[src/core/mct_params.svh]
// timing and limit constants for the multi-capture trigger handshake
`ifndef MCT_PARAMS_SVH
`define MCT_PARAMS_SVH

`define MCT_CLK_NS 8
`define MCT_SEC_NS 1000000000
`define MCT_CYC_PER_S (`MCT_SEC_NS / `MCT_CLK_NS)
`define MCT_TIMEOUT_W 6
`define MCT_TIMEOUT_MAX_S 6'h3C
`define MCT_TASK_W 4

`endif

[src/core/mct_pkg.sv]
// types for the multi-capture trigger handshake
package mct_pkg;

	typedef enum logic [2:0] {
		MCT_IDLE = 3'h0,
		MCT_SETUP = 3'h1,
		MCT_ACQ = 3'h3,
		MCT_WAITM = 3'h2,
		MCT_ARMED = 3'h6,
		MCT_DRAIN = 3'h7,
		MCT_POST = 3'h5
	} mct_state_e;

endpackage : mct_pkg

[src/core/mct_wait_timer.sv]
// seconds timer that flags a missing capture trigger
`timescale 1ns/1ns
`include "mct_params.svh"

module mct_wait_timer #(
	parameter int CYC_PER_S = `MCT_CYC_PER_S
) (
	input wire logic core_clk,
	input wire logic nrst,
	input wire logic run,
	input wire logic [`MCT_TIMEOUT_W-1:0] limit_s,
	output logic expired_q
);
	localparam int PW = $clog2(CYC_PER_S);
	localparam logic [PW-1:0] PRE_LAST = PW'(CYC_PER_S - 1);

	logic [PW-1:0] pre_q;
	logic [`MCT_TIMEOUT_W-1:0] sec_q;
	logic [`MCT_TIMEOUT_W-1:0] lim;
	logic tick;

	// settings above the top of the range are held at the top
	assign lim = (limit_s > `MCT_TIMEOUT_MAX_S) ? `MCT_TIMEOUT_MAX_S : limit_s;
	assign tick = (pre_q == PRE_LAST);

	always_ff @(posedge core_clk) begin
		if (!nrst || !run) begin
			pre_q <= '0;
			sec_q <= '0;
			expired_q <= 1'b0;
		end else begin
			expired_q <= 1'b0;
			pre_q <= tick ? '0 : pre_q + PW'(1);
			// a zero limit never expires; one pulse only, then the counter parks
			if (tick && lim != '0 && sec_q != lim) begin
				sec_q <= sec_q + `MCT_TIMEOUT_W'(1);
				expired_q <= (sec_q + `MCT_TIMEOUT_W'(1) == lim);
			end
		end
	end
endmodule : mct_wait_timer

[src/core/mct_trigger_seq.sv]
// trigger, ready and busy sequencer for a multi-capture inspection
`timescale 1ns/1ns
`include "mct_params.svh"

module mct_trigger_seq #(
	parameter int CYC_PER_S = `MCT_CYC_PER_S,
	parameter int TW = `MCT_TASK_W
) (
	input wire logic core_clk,
	input wire logic nrst,
	input wire logic step_in,
	input wire logic cfg_shared_setup,
	input wire logic cfg_parallel,
	input wire logic [`MCT_TIMEOUT_W-1:0] cfg_timeout_s,
	input wire logic [TW-1:0] cfg_task_count,
	input wire logic cam_setup_done,
	input wire logic acq_done,
	input wire logic meas_done,
	input wire logic [TW-1:0] meas_done_id,
	input wire logic post_done,
	output logic ready_q,
	output logic busy_q,
	output logic cam_setup_start_q,
	output logic [TW-1:0] cam_cfg_idx_q,
	output logic acq_start_q,
	output logic meas_start_q,
	output logic [TW-1:0] meas_id_q,
	output logic post_start_q,
	output logic display_start_q,
	output logic seq_fail_q,
	output logic step_err_q
);
	import mct_pkg::*;

	mct_state_e state_q;
	logic step_m_q, step_s_q, step_p_q;
	logic step_rise;
	logic shared_q, par_q;
	logic [TW-1:0] ntask_q, task_q;
	logic [TW-1:0] acq_cnt_q, iss_q, done_q;
	logic last_task, can_issue, expired, start_seq;

	// pin synchroniser; only the second flop and later are looked at
	always_ff @(posedge core_clk) begin
		if (!nrst) begin
			step_m_q <= 1'b0;
			step_s_q <= 1'b0;
			step_p_q <= 1'b0;
		end else begin
			step_m_q <= step_in;
			step_s_q <= step_m_q;
			step_p_q <= step_s_q;
		end
	end

	assign step_rise = step_s_q & ~step_p_q;
	assign last_task = (task_q == ntask_q - TW'(1));
	assign start_seq = (state_q == MCT_IDLE) && step_rise;

	// edges that arrive while ready is low are dropped and reported
	always_ff @(posedge core_clk) begin
		if (!nrst)
			step_err_q <= 1'b0;
		else
			step_err_q <= step_rise && !ready_q;
	end

	mct_wait_timer #(
		.CYC_PER_S(CYC_PER_S)
	) u_wait (
		.core_clk(core_clk),
		.nrst(nrst),
		.run(state_q == MCT_ARMED),
		.limit_s(cfg_timeout_s),
		.expired_q(expired)
	);

	// handshake sequencer
	always_ff @(posedge core_clk) begin
		if (!nrst) begin
			state_q <= MCT_IDLE;
			ready_q <= 1'b1;
			busy_q <= 1'b0;
			task_q <= '0;
			ntask_q <= TW'(1);
			shared_q <= 1'b1;
			par_q <= 1'b1;
			cam_setup_start_q <= 1'b0;
			cam_cfg_idx_q <= '0;
			acq_start_q <= 1'b0;
			post_start_q <= 1'b0;
			display_start_q <= 1'b0;
			seq_fail_q <= 1'b0;
		end else begin
			cam_setup_start_q <= 1'b0;
			acq_start_q <= 1'b0;
			post_start_q <= 1'b0;
			display_start_q <= 1'b0;
			case (state_q)
				MCT_IDLE: begin
					if (start_seq) begin
						// modes are frozen for the whole sequence
						ready_q <= 1'b0;
						busy_q <= 1'b1;
						task_q <= '0;
						ntask_q <= (cfg_task_count == '0) ? TW'(1) : cfg_task_count;
						shared_q <= cfg_shared_setup;
						par_q <= cfg_parallel;
						seq_fail_q <= 1'b0;
						cam_setup_start_q <= 1'b1;
						cam_cfg_idx_q <= '0;
						state_q <= MCT_SETUP;
					end
				end
				MCT_SETUP: begin
					if (cam_setup_done) begin
						acq_start_q <= 1'b1;
						state_q <= MCT_ACQ;
					end
				end
				MCT_ACQ: begin
					if (acq_done) begin
						if (last_task)
							state_q <= MCT_DRAIN;
						else if (shared_q || (par_q && task_q == '0)) begin
							ready_q <= 1'b1;
							state_q <= MCT_ARMED;
						end else
							state_q <= MCT_WAITM;
					end
				end
				MCT_WAITM: begin
					if (meas_done && meas_done_id == task_q) begin
						ready_q <= 1'b1;
						state_q <= MCT_ARMED;
					end
				end
				MCT_ARMED: begin
					if (step_rise) begin
						ready_q <= 1'b0;
						task_q <= task_q + TW'(1);
						if (shared_q) begin
							acq_start_q <= 1'b1;
							state_q <= MCT_ACQ;
						end else begin
							cam_setup_start_q <= 1'b1;
							cam_cfg_idx_q <= task_q + TW'(1);
							state_q <= MCT_SETUP;
						end
					end else if (expired) begin
						// no more captures; finish what was acquired and report NG
						ready_q <= 1'b0;
						seq_fail_q <= 1'b1;
						state_q <= MCT_DRAIN;
					end
				end
				MCT_DRAIN: begin
					if (done_q == acq_cnt_q && iss_q == acq_cnt_q) begin
						post_start_q <= 1'b1;
						state_q <= MCT_POST;
					end
				end
				MCT_POST: begin
					if (post_done) begin
						busy_q <= 1'b0;
						ready_q <= 1'b1;
						display_start_q <= 1'b1;
						state_q <= MCT_IDLE;
					end
				end
				default: begin
					ready_q <= 1'b1;
					busy_q <= 1'b0;
					state_q <= MCT_IDLE;
				end
			endcase
		end
	end

	// task measurements: overlapped when concurrent, one at a time otherwise
	assign can_issue = busy_q && (iss_q != acq_cnt_q) && (par_q || iss_q == done_q);

	always_ff @(posedge core_clk) begin
		if (!nrst) begin
			acq_cnt_q <= '0;
			done_q <= '0;
		end else if (start_seq) begin
			acq_cnt_q <= '0;
			done_q <= '0;
		end else begin
			if (state_q == MCT_ACQ && acq_done)
				acq_cnt_q <= acq_cnt_q + TW'(1);
			if (meas_done && busy_q)
				done_q <= done_q + TW'(1);
		end
	end

	always_ff @(posedge core_clk) begin
		if (!nrst) begin
			iss_q <= '0;
			meas_start_q <= 1'b0;
			meas_id_q <= '0;
		end else begin
			meas_start_q <= 1'b0;
			if (start_seq)
				iss_q <= '0;
			else if (can_issue) begin
				meas_start_q <= 1'b1;
				meas_id_q <= iss_q;
				iss_q <= iss_q + TW'(1);
			end
		end
	end
endmodule : mct_trigger_seq

[config.mk]
export PLATFORM = sky130hd
export DESIGN_NAME = mct_trigger_seq
export DESIGN_NICKNAME = d
export VERILOG_FILES = /design/src/core/mct_pkg.sv /design/src/core/mct_wait_timer.sv /design/src/core/mct_trigger_seq.sv
export VERILOG_INCLUDE_DIRS = /design/src /design/src/core
export SDC_FILE = /design/constraint.sdc
export NUM_CORES = 1
export LEC_CHECK = 0
export ABC_AREA = 1
export BUFFER_PORTS_ARGS = -buffer_cell sky130_fd_sc_hd__buf_2
export CAP_MARGIN = 20
export CORE_UTILIZATION = 31
export DETAILED_ROUTE_END_ITERATION = 6
export PLACE_DENSITY = 0.54
export SLEW_MARGIN = 30
export SYNTH_ARGS = -nofsm -noshare
export SYNTH_HDL_FRONTEND = slang
export SYNTH_SLANG_ARGS = --single-unit
[constraint.sdc]
create_clock -name core_clk -period 2 [get_ports core_clk]
set_input_delay 0.4 -clock core_clk [delete_from_list [all_inputs] [get_ports core_clk]]
set_output_delay 0.4 -clock core_clk [all_outputs]
set_load 0.005 [all_outputs]
==> out/metrics.json <==
{
  "worst_r2r_path_depth": 8,
  "cap_viol_max_count": 0,
  "final-max-slew-violation-count": 0,
  "design.portCount": 40,
  "timing_worst_setup_path_type": "reg -> reg",
  "rsz0062_at_grt": "false",
  "synth_async_sr_flop_share": 0,
  "max_slew.worst_pin.slew_ns": 0.403,
  "post_dp_cell_area_um2": 4900,
  "drt-wirelength-per-cell_um": 12.3,
  "cellLeakagePower_nw": 2.23,
  "grt_antenna_before_repair": 0,
  "part_of_the_power_in_combinational_logic": 0.141,
  "area_growth_pct": 16.1,
  "timing.final.crit_share": 0.865,
  "post-route-worst-setup-slack_ns": 0.269,
  "tritoncts.num_buffers": 9,
  "worst_setup_sp_type": "flip-flop",
  "peakVddDrop_uv": 435,
  "top_signal_layer_used": "met4",
  "post_synth_main_area_contributors": "sky130_fd_sc_hd__dfxtp_1, sky130_fd_sc_hd__nand2_1, sky130_fd_sc_hd__inv_1, sky130_fd_sc_hd__nor2_1, sky130_fd_sc_hd__a21oi_1",
  "largestRegisters": "u_wait.pre_q: 27 flops, u_wait.sec_q: 6 flops",
  "drc": 0,
  "vias_per_cell": 4.79,
  "worst_hold_path_type": "in -> reg",
  "met2_length_um": 5120,
  "cts.sinks": 79,
  "grt_overflow": 0,
  "chipWidth_um": 122,
  "syn-instance-count": 659,
  "grt_pass1_vias": 4050,
  "port_buffers": 39,
  "cp_data_required_time_ns": 2.22,
  "grt_first_pass_wirelength_um": 18500,
  "synth_seq_area_share": 0.352,
  "hold_viol_final": 0,
  "drt_first_iter_violations": 238,
  "grt_max_degree": 28,
  "synthesized_flop_and_latch_total": 79,
  "final_layout_size_suffix_gt1_frac": 0.146,
  "maximum_root_to_sink_buffer_count": 2,
  "place_inst": 875,
  "chipHeight_um": 122,
  "h_tree_levels": 3,
  "postRouteAntennaNets": 0,
  "initial_core_util": 0.321,
  "ys.flop_type": "sky130_fd_sc_hd__dfxtp_1",
  "routabilityCongestion": 0.901,
  "timing.slew.headroom": 0.731,
  "timing.final.setup_violations": 0,
  "synthesis.nets": 690,
  "cts-root-buf": "sky130_fd_sc_hd__clkbuf_16",
  "reg2reg_from": "state_q[2]",
  "crit_start": "state_q[2]",
  "num-nets-final": 737,
  "groute.usage.overall": 0.157,
  "synth.top_cells.by_count": "sky130_fd_sc_hd__nand2_1, sky130_fd_sc_hd__inv_1, sky130_fd_sc_hd__nor2_1",
  "layoutNonFillerInstCount": 891,
  "int_power_mw": 2.86,
  "syn_area_per_cell_um2": 6.81,
  "synth.distinct_cells": 39,
  "place.detailed.hpwl_um": 8510,
  "post_synth_edffs": 0,
  "synth.top_cell.area_share": 0.352,
  "tritoncts": "done",
  "number_of_detailed_routing_iterations_run_before_antenna_repair": 5,
  "finalInstanceArea_um2": 5210,
  "synth_largest_area_cell": "sky130_fd_sc_hd__dfxtp_1",
  "insertion_delay_ns": 0.34,
  "antenna_cells": 0,
  "met1Wirelength_um": 5090,
  "syn-cell-area_um2": 4490,
  "flip_flop_count_of_the_largest_register_after_layout": 27,
  "cts.repair_timing.setup_buffer_count": 0,
  "dpl_worst_slack_ns": 0.255,
  "std_cell_rows": 43,
  "power_switching_mw": 1.06,
  "clock_slew_at_the_register_clock_pins_of_the_worst_setup_and_hold_paths_ns": 0.06,
  "setup.reg_to_reg.worst_slack_ns": 0.27,
  "post_cts.resized_instances": 0,
  "run_status": "finished, final reports clean",
  "largest_register": "u_wait.pre_q",
  "via_count": 4266,
  "pwr_density_cell_nw_per_um2": 753,
  "tns_setup_ns": 0,
  "clock_network_fraction_of_total_power": 0.428,
  "timing.critical_path.to_type": "flip-flop",
  "timing.final.crit_period_ns": 1.73,
  "power.sequential.fraction": 0.431,
  "regToRegEndpoint": "cam_cfg_idx_q[3]",
  "max_clock_freq_ghz": 0.578,
  "count_of_warnings_emitted_by_yosys": 0,
  "die_area_um2": 15000,
  "cts_hold_buf": 0,
  "met3_length_um": 525,
  "post-synth-top-count-cell": "sky130_fd_sc_hd__nand2_1",
  "final_wirelength_um": 10900,
  "worst_setup_path_end": "cam_cfg_idx_q[3]",
  "worst_path_arrival_time_ns": 1.95,
  "clock-skew-final_ns": 0.00530,
  "placeableCoreArea_um2": 14000,
  "worst-path-max-fanout": 13,
  "switching_share_of_power": 0.271
}
[logic make-up after synthesis]
group,count (synthesis),synth area share
flops,79,0.352
buf+inv,101,0.0880
fa+ha+maj,8,0.0223
simple gates,361,0.384
compound gates,82,0.0992
xor+xnor,28,0.0546
[layout by cell type (no fill, tap or decap), drive strengths merged, types with 21 or more instances in the layout]
master / instances
nand3: 43
dfxtp: 79
inv: 93
nand4: 21
nand2: 156
nor3: 28
o21ai: 28
buf: 44
nor2: 94
a21oi: 48
[power groups by stage]
stage	logic, mW	registers (mW)	clock network [mW]
after CTS	0.556	1.69	1.73
after global placement	0.548	1.73	0
after detailed placement	0.549	1.73	0
after floorplan	0.399	1.71	0
after global routing	0.628	1.70	1.81
final	0.553	1.69	1.68
[layer usage]
| layer | up-vias | global-route usage |
|---|---|---|
| li1 | 2211 | - |
| met1 | 1927 | 0.189 |
| met2 | 109 | 0.268 |
| met3 | 19 | 0.0409 |
| met4 | 0 | 0.0587 |
| met5 | - | 0 |
[critical path, stage by stage (launching register included)]
cell and delay [ns]:
sky130_fd_sc_hd__dfxtp_1 0.37, sky130_fd_sc_hd__inv_2 0.15, sky130_fd_sc_hd__nand3_2 0.16, sky130_fd_sc_hd__nor2_4 0.33
sky130_fd_sc_hd__nor2_1 0.16, sky130_fd_sc_hd__nor2_4 0.18, sky130_fd_sc_hd__inv_2 0.07, sky130_fd_sc_hd__a21oi_1 0.14
sky130_fd_sc_hd__nor2_1 0.05
[layout make-up]
type | instances | area [um^2]
multi-input combinational | 479 | 2510
timing repair buffer | 44 | 233
fill | 1487 | 8770
inverter | 93 | 352
clock inverter | 5 | 56.3
tap | 180 | 225
sequential | 79 | 1580
clock buffer | 11 | 253
[worst min path at each step]
stage / startpoint / endpoint / slack (ns) / depth (start not counted)
floorplan: step_m_q / step_s_q / 0.39 / 2
global placement: step_m_q / step_s_q / 0.39 / 2
detailed placement: step_m_q / step_s_q / 0.40 / 2
CTS: step_in / step_m_q / 0.25 / 3
global route: step_in / step_m_q / 0.27 / 3
finish: step_in / step_m_q / 0.26 / 3
[metrics by stage]
| step | hold slack [ns] | power, mW | util |
|---|---|---|---|
| floorplan | 0.390 | 2.11 | - |
| global placement | 0.392 | 2.27 | 0.351 |
| detailed placement | 0.400 | 2.28 | 0.351 |
| CTS | 0.252 | 3.98 | 0.373 |
| global route | 0.272 | 4.14 | 0.373 |
| finish | 0.257 | 3.93 | 0.373 |
(Power assumes the default switching activity.)
